===== src/exc_pkg.sv =====
// Constants and types shared by the exception priority and vectoring block.
package exc_pkg;

  // ==========================================================================
  // Fixed addresses and reset values
  // ==========================================================================
  // The reset vector lives at one fixed address and no table base moves it.
  localparam logic [31:0] RESET_VECTOR_ADDR = 32'hFFFF_FFFC;
  localparam logic RESET_IE = 1'b1;
  localparam logic [3:0] RESET_MASK = 4'h0;
  // A fast interrupt ranks as the top maskable level.
  localparam logic [3:0] FAST_LEVEL = 4'hF;
  // Table entries are one 32-bit word, so the vector number is scaled by four.
  localparam logic [1:0] VEC_ZERO_LSB = 2'h0;
  localparam logic [21:0] VEC_ZERO_MSB = 22'h0;

  // ==========================================================================
  // Entry numbers in the exception table
  // ==========================================================================
  localparam logic [7:0] XV_PRIV = 8'h14;
  localparam logic [7:0] XV_IACC = 8'h15;
  localparam logic [7:0] XV_UNDEF = 8'h17;
  localparam logic [7:0] XV_FPU = 8'h19;
  localparam logic [7:0] XV_NMI = 8'h1E;
  localparam logic [7:0] XV_OACC = 8'h1F;

  // ==========================================================================
  // Event ranks and control states
  // ==========================================================================
  localparam int NUM_EVENTS = 8;
  typedef enum logic [2:0] {
    EV_RESET = 3'b000,
    EV_NMI = 3'b001,
    EV_IRQ = 3'b010,
    EV_IACC = 3'b011,
    EV_UNDEF = 3'b100,
    EV_TRAP = 3'b101,
    EV_OACC = 3'b110,
    EV_FPU = 3'b111
  } ev_t;

  typedef enum logic [1:0] {
    ST_IDLE = 2'b00,
    ST_FETCH = 2'b01
  } state_t;

endpackage


===== src/prio_pick.sv =====
// Fixed-priority picker: the lowest set request index wins.
`timescale 1ns/1ns
module prio_pick #(
  parameter int N = 8,
  parameter int W = 3
) (
  input wire logic [N-1:0] req,
  output logic any,
  output logic [W-1:0] idx
);

  // ==========================================================================
  // Scan from the bottom rank up, so the last hit is the lowest index.
  // ==========================================================================
  always_comb begin
    any = 1'b0;
    idx = '0;
    for (int i = N - 1; i >= 0; i--) begin
      if (req[i]) begin
        any = 1'b1;
        idx = W'(i);
      end
    end
  end

endmodule


===== src/exc_vectoring.sv =====
// Exception ranking, interrupt masking and vector fetch control for the CPU core.
//
// Functional notes
// - Rank: reset, NMI, maskable irq, fetch fault, undef/priv, trap, operand fault, FPU.
// - A pending accepted maskable interrupt beats both fetch and operand access faults.
// - Order among maskable sources is the interrupt controller's, not ranked here.
// - Traps and non-fast maskable interrupts read their vector from the table at irq_table_base.
// - System exceptions read their vector from the table at exc_table_base.
// - The reset vector is read from a fixed address that no table base moves.
// - A fast interrupt branches to fast_vector_addr with no table read.
// - A four-bit mask accepts a maskable request only when its level is strictly above the mask.
// - The global enable bit at 0 blocks maskable acceptance, at 1 leaves it to the mask.
// - System reset sets the global enable bit to 1.
// - Accepting any exception other than reset clears the global enable bit until software sets it again.
// - A fast interrupt is a maskable interrupt fixed at level 15 with its own vector path.
`timescale 1ns/1ns
module exc_vectoring (
  input wire logic clk,
  input wire logic rst_b,
  // Request from the interrupt controller.
  input wire logic irq_req,
  input wire logic [3:0] irq_level,
  input wire logic [7:0] irq_vector,
  input wire logic irq_fast,
  input wire logic nmi_req,
  // Exception signals from the pipeline.
  input wire logic exc_insn_access,
  input wire logic exc_undef,
  input wire logic exc_priv,
  input wire logic trap_req,
  input wire logic [7:0] trap_vector,
  input wire logic exc_operand_access,
  input wire logic exc_fpu,
  // Control register values and software writes to the status word fields.
  input wire logic [31:0] irq_table_base,
  input wire logic [31:0] exc_table_base,
  input wire logic [31:0] fast_vector_addr,
  input wire logic ie_wr,
  input wire logic ie_wdata,
  input wire logic mask_wr,
  input wire logic [3:0] mask_wdata,
  // Vector table read port.
  output logic vec_fetch_req,
  output logic [31:0] vec_fetch_addr,
  input wire logic vec_fetch_done,
  input wire logic [31:0] vec_fetch_data,
  // Results.
  output logic exc_taken,
  output logic [2:0] taken_event,
  output logic irq_ack,
  output logic fast_taken,
  output logic handler_valid,
  output logic [31:0] handler_addr,
  output logic int_enable,
  output logic [3:0] cpu_priority_mask
);

  // ==========================================================================
  // State
  // ==========================================================================
  typedef struct packed {
    exc_pkg::state_t state;
    logic reset_pend;
    logic ie;
    logic [3:0] mask;
    logic fetch_req;
    logic [31:0] fetch_addr;
    logic handler_valid;
    logic [31:0] handler_addr;
    logic taken;
    exc_pkg::ev_t event_q;
    logic irq_ack;
    logic fast;
  } st_t;

  st_t st_r;
  st_t st_nxt;

  logic [3:0] eff_level;
  logic irq_ok;
  logic [exc_pkg::NUM_EVENTS-1:0] ev_req;
  logic ev_any;
  logic [2:0] ev_idx;
  exc_pkg::ev_t ev_pick;

  // ==========================================================================
  // Request gating and ranking
  // ==========================================================================
  // A fast request always compares as the top level, whatever level rides with it.
  assign eff_level = irq_fast ? exc_pkg::FAST_LEVEL : irq_level;
  // Enable bit and strict comparison against the mask decide maskable acceptance.
  assign irq_ok = irq_req && st_r.ie && (eff_level > st_r.mask);

  // Bit position is rank: lower index is the more urgent event.
  assign ev_req[0] = st_r.reset_pend;
  assign ev_req[1] = nmi_req;
  assign ev_req[2] = irq_ok;
  assign ev_req[3] = exc_insn_access;
  assign ev_req[4] = exc_undef || exc_priv;
  assign ev_req[5] = trap_req;
  assign ev_req[6] = exc_operand_access;
  assign ev_req[7] = exc_fpu;

  prio_pick #(
    .N(exc_pkg::NUM_EVENTS),
    .W(3)
  ) u_rank (
    .req(ev_req),
    .any(ev_any),
    .idx(ev_idx)
  );

  assign ev_pick = exc_pkg::ev_t'(ev_idx);

  // ==========================================================================
  // Next-state logic
  // ==========================================================================
  // Only one event is taken per idle cycle; later events wait until the vector
  // read completes, which keeps the table port single-outstanding.
  always_comb begin
    st_nxt = st_r;
    st_nxt.taken = 1'b0;
    st_nxt.handler_valid = 1'b0;
    st_nxt.irq_ack = 1'b0;
    st_nxt.fast = 1'b0;
    if (ie_wr) begin
      st_nxt.ie = ie_wdata;
    end
    if (mask_wr) begin
      st_nxt.mask = mask_wdata;
    end
    unique case (st_r.state)
      exc_pkg::ST_IDLE: begin
        if (ev_any) begin
          st_nxt.taken = 1'b1;
          st_nxt.event_q = ev_pick;
          st_nxt.fetch_req = 1'b1;
          st_nxt.state = exc_pkg::ST_FETCH;
          // Entry for any event but reset clears the enable bit and beats a software write in the same cycle.
          if (ev_pick != exc_pkg::EV_RESET) begin
            st_nxt.ie = 1'b0;
          end
          unique case (ev_pick)
            exc_pkg::EV_RESET: begin
              st_nxt.reset_pend = 1'b0;
              st_nxt.fetch_addr = exc_pkg::RESET_VECTOR_ADDR;
            end
            exc_pkg::EV_NMI: begin
              st_nxt.fetch_addr = exc_table_base
                + {exc_pkg::VEC_ZERO_MSB, exc_pkg::XV_NMI, exc_pkg::VEC_ZERO_LSB};
            end
            exc_pkg::EV_IRQ: begin
              st_nxt.irq_ack = 1'b1;
              if (irq_fast) begin
                // No table read: branch straight to the fast vector register.
                st_nxt.fast = 1'b1;
                st_nxt.fetch_req = 1'b0;
                st_nxt.handler_valid = 1'b1;
                st_nxt.handler_addr = fast_vector_addr;
                st_nxt.state = exc_pkg::ST_IDLE;
              end else begin
                st_nxt.fetch_addr = irq_table_base
                  + {exc_pkg::VEC_ZERO_MSB, irq_vector, exc_pkg::VEC_ZERO_LSB};
              end
            end
            exc_pkg::EV_IACC: begin
              st_nxt.fetch_addr = exc_table_base
                + {exc_pkg::VEC_ZERO_MSB, exc_pkg::XV_IACC, exc_pkg::VEC_ZERO_LSB};
            end
            exc_pkg::EV_UNDEF: begin
              // Undefined and privileged share a rank; undefined picks first.
              st_nxt.fetch_addr = exc_table_base + {exc_pkg::VEC_ZERO_MSB,
                (exc_undef ? exc_pkg::XV_UNDEF : exc_pkg::XV_PRIV),
                exc_pkg::VEC_ZERO_LSB};
            end
            exc_pkg::EV_TRAP: begin
              st_nxt.fetch_addr = irq_table_base
                + {exc_pkg::VEC_ZERO_MSB, trap_vector, exc_pkg::VEC_ZERO_LSB};
            end
            exc_pkg::EV_OACC: begin
              st_nxt.fetch_addr = exc_table_base
                + {exc_pkg::VEC_ZERO_MSB, exc_pkg::XV_OACC, exc_pkg::VEC_ZERO_LSB};
            end
            exc_pkg::EV_FPU: begin
              st_nxt.fetch_addr = exc_table_base
                + {exc_pkg::VEC_ZERO_MSB, exc_pkg::XV_FPU, exc_pkg::VEC_ZERO_LSB};
            end
          endcase
        end
      end
      exc_pkg::ST_FETCH: begin
        // The read returns a whole 32-bit handler address.
        if (vec_fetch_done) begin
          st_nxt.fetch_req = 1'b0;
          st_nxt.handler_valid = 1'b1;
          st_nxt.handler_addr = vec_fetch_data;
          st_nxt.state = exc_pkg::ST_IDLE;
        end
      end
      default: begin
        st_nxt.fetch_req = 1'b0;
        st_nxt.state = exc_pkg::ST_IDLE;
      end
    endcase
  end

  // ==========================================================================
  // State register
  // ==========================================================================
  // Reset leaves a reset event pending so the first action is the fixed-vector read.
  always_ff @(posedge clk) begin
    if (!rst_b) begin
      st_r <= '0;
      st_r.state <= exc_pkg::ST_IDLE;
      st_r.reset_pend <= 1'b1;
      st_r.ie <= exc_pkg::RESET_IE;
      st_r.mask <= exc_pkg::RESET_MASK;
      st_r.event_q <= exc_pkg::EV_RESET;
    end else begin
      st_r <= st_nxt;
    end
  end

  // ==========================================================================
  // Outputs, all straight from the state register
  // ==========================================================================
  assign vec_fetch_req = st_r.fetch_req;
  assign vec_fetch_addr = st_r.fetch_addr;
  assign exc_taken = st_r.taken;
  assign taken_event = st_r.event_q;
  assign irq_ack = st_r.irq_ack;
  assign fast_taken = st_r.fast;
  assign handler_valid = st_r.handler_valid;
  assign handler_addr = st_r.handler_addr;
  assign int_enable = st_r.ie;
  assign cpu_priority_mask = st_r.mask;
endmodule


===== config.mk =====
export PLATFORM = sky130hd
export DESIGN_NAME = exc_vectoring
export DESIGN_NICKNAME = d
export VERILOG_FILES = /design/src/exc_pkg.sv /design/src/prio_pick.sv /design/src/exc_vectoring.sv
export SDC_FILE = /design/constraint.sdc
export NUM_CORES = 1
export LEC_CHECK = 0
export BUFFER_PORTS_ARGS = -buffer_cell sky130_fd_sc_hd__buf_4
export CELL_PAD_IN_SITES_DETAIL_PLACEMENT = 1
export CELL_PAD_IN_SITES_GLOBAL_PLACEMENT = 1
export CORE_MARGIN = 2
export CORE_UTILIZATION = 31
export DETAILED_ROUTE_END_ITERATION = 8
export PLACE_DENSITY = 0.86
export RECOVER_POWER = 100
export SLEW_MARGIN = 20
export SYNTH_ARGS = -nofsm -noshare
export SYNTH_HDL_FRONTEND = slang
export SYNTH_HIERARCHICAL = 1
export SYNTH_SLANG_ARGS = --single-unit

===== constraint.sdc =====
create_clock -name clk -period 4.5 [get_ports clk]
set_input_delay 0.45 -clock clk [delete_from_list [all_inputs] [get_ports clk]]
set_output_delay 0.45 -clock clk [all_outputs]
set_load 0.1 [all_outputs]

; Word-level counts from Yosys, hierarchy flattened
; Cells that the tools add are included.
[classes]
reduce_logical = 15
magnitude_cmp = 1
eq_ne = 13
n_addsub = 7
n_mux = 40
[ops]
columns = operator, count
row1 = one-hot mux 32 bit (8 select lines), 1
row2 = adder 32 x 7 -> 32 bit (second input constant), 4
row3 = 2-to-1 mux 33 bit, 3
row4 = 2-to-1 mux 72 bit, 1
row5 = one-hot mux 33 bit (2 select lines), 1
row6 = adder 32 x 10 -> 32 bit, 2
row7 = adder 32 x 7 -> 32 bit, 1
row8 = 2-to-1 mux 32 bit, 1
row9 = 2-to-1 mux 3 bit, 8
row10 = 2-to-1 mux 1 bit, 18
row11 = equality test 3 bit (second input constant), 4
row12 = AND reduction 3 bit, 3
row13 = 2-to-1 mux 4 bit, 2
row14 = != test 2 bit (second input constant), 4
row15 = equality test 3 x 2 -> 1 bit (second input constant), 2
row16 = 2-to-1 mux 2 bit, 3
row17 = AND reduction 2 bit, 3
row18 = AND reduction 5 bit, 1
row19 = > comparator 4 bit, 1
row20 = one-hot mux 2 bit (2 select lines), 1
row21 = AND reduction 4 bit, 1
row22 = equality test 3 x 1 -> 1 bit (second input constant), 1
row23 = zero test 3 bit, 1
row24 = nonzero test 3 bit, 1
row25 = other kinds (7), 8
[word_totals]
out_inout_bits = 77
word_cells = 88
regBits = 80
inputBits = 167

; Longest topological paths before layout
[logic_depth]
depth_word = 12
depth_mapped = 23
depth_no_buf = 22

; Modules after synthesis
; Netlist, hierarchy kept.
[by_module_without_submodules]
columns = mod, instances, seq_area_each_um2, cells_each, area_each_um2
row1 = exc_vectoring, 1, 1561.5, 713, 5557.8
row2 = prio_pick, 1, 0.0, 13, 80.1

; Least setup slack after synthesis
; No wires, ideal clock.
[synth_timing]
path_type = register to register
from = register st_r, in the netlist cpu_priority_mask[1]
to = register st_r, in the netlist vec_fetch_addr[22]
n_path_buf = 1
setup_ns = 0.122
arrival_time_ns = 5.179
synth_period_minus_slack_ns = 5.301
path_slack_ns = -0.801
path_stages_with_launch = 22
required_ns = 4.378
cell_sequence = dfxtp_1 inv_1 ha_1 nor2b_1 o21ai_0 nand2b_1 a21oi_1 nor2_1 o41ai_1 buf_2 and2b_1 nand2_2 mux2_2 ha_1 fa_1 a211oi_1 nor3_1 o21ai_2 nor2_1 xor2_1 a221oi_1 nor2_1
[synth_via]
elab_chain_cells = 8
word_cells_on_any_way = 19
classes_between = order compare: 1 / eq/ne: 8 / mux: 7 / reduce/logical: 3
[synth_rtl]
columns = element, line
row1 = "start, declared", exc_vectoring.sv:76  ; st_t st_r;
row2 = "start signal, assigned", exc_vectoring.sv:220  ; st_r <= st_nxt;
row3 = > comparator 4 bit (*), exc_vectoring.sv:92  ; assign irq_ok = irq_req && st_r.ie && (eff_level > st_r.mask);
row4 = logical AND 1 bit (*), exc_vectoring.sv:92
row5 = via ev_req (one bit), exc_vectoring.sv:81  ; logic [exc_pkg::NUM_EVENTS-1:0] ev_req;
row6 = 2-to-1 mux 3 bit (*) (3 in series), prio_pick.sv:19  ; if (req[i]) begin
row7 = via ev_idx[0], exc_vectoring.sv:83  ; logic [2:0] ev_idx;
row8 = equality test 3 x 2 -> 1 bit, exc_vectoring.sv:143  ; unique case (ev_pick)
row9 = != test 2 bit (no source line), -
row10 = AND reduction 3 bit (no source line), -
; Mark *: on every way through the listed nets, which the timed path passes. The rest lies on a longest branch.
; A chain may end at the register's enable or synchronous reset.

; Worst setup path in the final report
[layout_timing]
from = input irq_fast
to = register st_r, in the netlist vec_fetch_addr[20]
[layout_via]
elab_chain_cells = 9
word_cells_on_any_way = 20
classes_between = order compare: 1 / eq/ne: 8 / mux: 8 / reduce/logical: 3
[layout_rtl]
columns = element, line
row1 = "start, declared", exc_vectoring.sv:24  ; input wire logic irq_fast,
row2 = 2-to-1 mux 4 bit (*), exc_vectoring.sv:90  ; assign eff_level = irq_fast ? exc_pkg::FAST_LEVEL : irq_level;
row3 = > comparator 4 bit (*), exc_vectoring.sv:92
row4 = logical AND 1 bit (*), exc_vectoring.sv:92
row5 = via ev_req (one bit), exc_vectoring.sv:81
row6 = 2-to-1 mux 3 bit (*) (3 in series), prio_pick.sv:19
row7 = via ev_idx[0], exc_vectoring.sv:83
row8 = equality test 3 x 2 -> 1 bit, exc_vectoring.sv:143
row9 = != test 2 bit (no source line), -
row10 = AND reduction 3 bit (no source line), -
; Marked as above.

==> impl_metrics.yaml <==
power:
  p_leak_nw: 3.29
  peakVddDrop_mv: 0.165
  power.density_mw_per_mm2: 343
timing:
  finalHoldViolations: 0
  worstMarginPinSlew_ps: 1320
  max_freq_ghz: 0.233
  hold_slack_ps: 358
  slew-limit-headroom_pct: 12.7
  fin_ws_ps: 203
  fin_skew_ps: 10.1
  post-route-min-period_ps: 4300
  setup_viol: 0
  drv_slew: 0
  finalCritPeriodShare_pct: 95.5
flow_run:
  cap_violations: 0
die:
  rows: 49
  core_region_area_sq_mm: 0.0179
  die_h_um: 139
  fp.dieW_um: 139
  start_util_pct: 31.5
  die_area_sq_mm: 0.0193
  num_io_pins: 244
global_routing:
  grt_antenna_before_repair: 0
  grt_pass1_vias: 6899
  grt_start_max_net_pins: 77
  grt_overflow: 0
  grt_util_all_layers_pct: 24.1
  grt_pass1_wl_um: 37500
routing:
  avgRoutedWirePerCell_um: 19.8
  ant_nets: 0
  vias_per_cell: 5.53
  drc: 0
  firstDrtPassIters: 5
  vias: 6751
  drtIter0Drc: 432
  wl_um: 24100
placement:
  dp_hpwl_um: 18400
  pre_cts_ws_ps: -273
  io_buffers: 243
  place.gp.congestion: 0.913
logic_synthesis:
  synth-seq-cells: 78
  async_reset_ff_share_pct: 0
  synth.avg_cell_area_sq_um: 7.77
  netlist_area_sq_mm: 0.00564
  seq_area_frac_synth_pct: 27.7
  syn_nets: 912
  synth_edf_count: 0
  synth_cell_types: 75
  synth_top_flop_cell: "dfxtp_1"
  synthCells: 726
  yosysWarnings: 6
finish:
  final_common_cell: "buf_4"
  drive_gt1_share_pct: 29.1
  n_fill_cell: 2259
  final_nets: 1172
  diodes: 0
  mostFrequentLayoutCells: "buf_4, nand2_1, clkbuf_1"
  area_delta_synth_final_pct: 42.8
clock_network:
  cts_tree: "done"
  cts-root-buf: "clkbuf_16"
  cts.path.max_buffers: 2
  clock_latency_ps: 360
  clock_sinks: 78
  numCtsBuffers: 9
  htreeDepth: 3
  clk_pin_slew_ps: 70
critical_path:
  cp_top_family: "compound AO/OA/AOI/OAI gates"
  crit_path_end_kind: "register"
  cpMostUsedCell: "a21oi_1"
  slowest_stage: "fa_2"
  crit_chain: "buf_4 > or2_4 > ha_4 > nor2b_1 > o21ai_0 > nand2b_1 > a21oi_1 > nor2_2 > clkbuf_1 > o41ai_4 > and2b_2 > nand2_4 > mux2_4 > ha_4 > fa_2 > a211oi_4 > nor3_4 > o21ai_4 > buf_4 > nor2_1 > xor2_1 > a21oi_1 > a21oi_1"
  cp.arrival_ps: 4530
  critPathLaunchType: "primary input"
  critPathBufInv: 3
  cpPeakStageDelay_ps: 410
  cp_max_fo: 5
  cp.required_ps: 4730
  path_class: "in2reg"
outcome:
  status: "finished, final reports clean"
min_path:
  hold_class: "in2reg"
-- cell type report --
type / instances / area (sq um) / share of cell area, %
inverter: 16 / 60.1 / 0.746
clock inverter: 7 / 56.3 / 0.699
clock buffer: 9 / 225 / 2.80
sequential: 78 / 1570 / 19.5
timing repair buffer: 291 / 1890 / 23.5
tap: 229 / 287 / 3.56
multi-input combinational: 590 / 3960 / 49.2
-- power by group --
| group | internal [mW] | total, mW | switching [mW] |
|---|---|---|---|
| Combinational | 0.325 | 1.22 | 0.894 |
| Sequential | 0.759 | 0.802 | 0.0429 |
| Clock | 0.382 | 0.743 | 0.361 |
| Total | 1.47 | 2.76 | 1.30 |
-- synthesized netlist by cell type, types with 13 or more instances --
| cell | n | area share (%) |
|---|---|---|
| nand4_1 | 14 | 1.6 |
| ha_1 | 17 | 3.8 |
| nand3_1 | 13 | 1.2 |
| xnor2_1 | 22 | 3.4 |
| nor2b_1 | 15 | 1.7 |
| a21boi_0 | 22 | 2.9 |
| a21oi_1 | 44 | 3.9 |
| dfxtp_1 | 78 | 28 |
| nand2_1 | 99 | 6.6 |
| nor3_1 | 14 | 1.2 |
| a21boi_1 | 13 | 1.7 |
| xor2_1 | 22 | 3.4 |
| a22oi_1 | 38 | 5.1 |
| nor2_1 | 57 | 3.8 |
| buf_2 | 16 | 1.4 |
| clkbuf_1 | 21 | 1.4 |
| inv_1 | 14 | 0.93 |
| o21ai_0 | 53 | 4.7 |
-- worst reg2reg max path, stage by stage, from the launching register on --
cell and delay, ps:
dfxtp_4 340, inv_1 110, ha_4 220, nor2b_1 120, o21ai_0 150, nand2b_1 90, a21oi_1 190, nor2_2 90
clkbuf_1 130, o41ai_4 320, and2b_2 220, nand2_4 70, mux2_4 310, ha_4 180, fa_2 410, a211oi_4 300
nor3_4 110, o21ai_4 200, buf_4 170, nor2_1 60, xor2_1 140, a21oi_1 140, a21oi_1 80
-- what timing repair did --
item,CTS,global route
endpoints found under the setup margin,0,18
endpoints found under the hold margin,0,0
gates resized for setup,0,13
setup buffers,0,1
hold buffers,0,0
-- sequential cells by signal (all words and copies together) (netlist names), 3 cells and up --
name,count
cpu_priority_mask,4
handler_addr,32
taken_event,3
vec_fetch_addr,32
-- metal layers --
layer  GRT usage [%]  part of all wire, %
met1            31.5                   45
met2            40.4                   48
met3            4.77                  6.6
met4            7.12                  1.2
met5               0                    0
-- metrics by stage --
stage	util (%)	area [sq um]	cells	setup TNS [ps]	total power, mW
2_1_floorplan	-	5730	726	0	1.65
3_3_place_gp	44.8	8020	1203	-623	2.06
3_5_place_dp	44.8	8020	1203	-3500	2.08
4_1_cts	46.4	8300	1219	0	2.83
5_1_grt	45.0	8050	1220	-29.2	2.88
6_report	45.0	8050	1220	0	2.76
-- worst paths after layout --
path                              from                   end  slack (ps)  depth (start not counted)
setup reg to reg  cpu_priority_mask[1]    vec_fetch_addr[20]         240                         22
setup / recovery              irq_fast    vec_fetch_addr[20]         200                         23
hold / removal           mask_wdata[2]  cpu_priority_mask[2]         360                          3
hold reg to reg       handler_addr[28]      handler_addr[28]         460                          2
-- kinds of logic after synthesis --
| group | count (synthesis) | synth area share [%] |
|---|---|---|
| fa+ha+maj | 19 | 4.48 |
| flops | 78 | 27.7 |
| xor+xnor | 44 | 6.84 |
| buf+inv | 58 | 4.42 |
| compound gates | 255 | 30.7 |
| simple gates | 253 | 22.2 |
| mux | 19 | 3.62 |
Note: power is estimated with default switching activity, not from simulation.
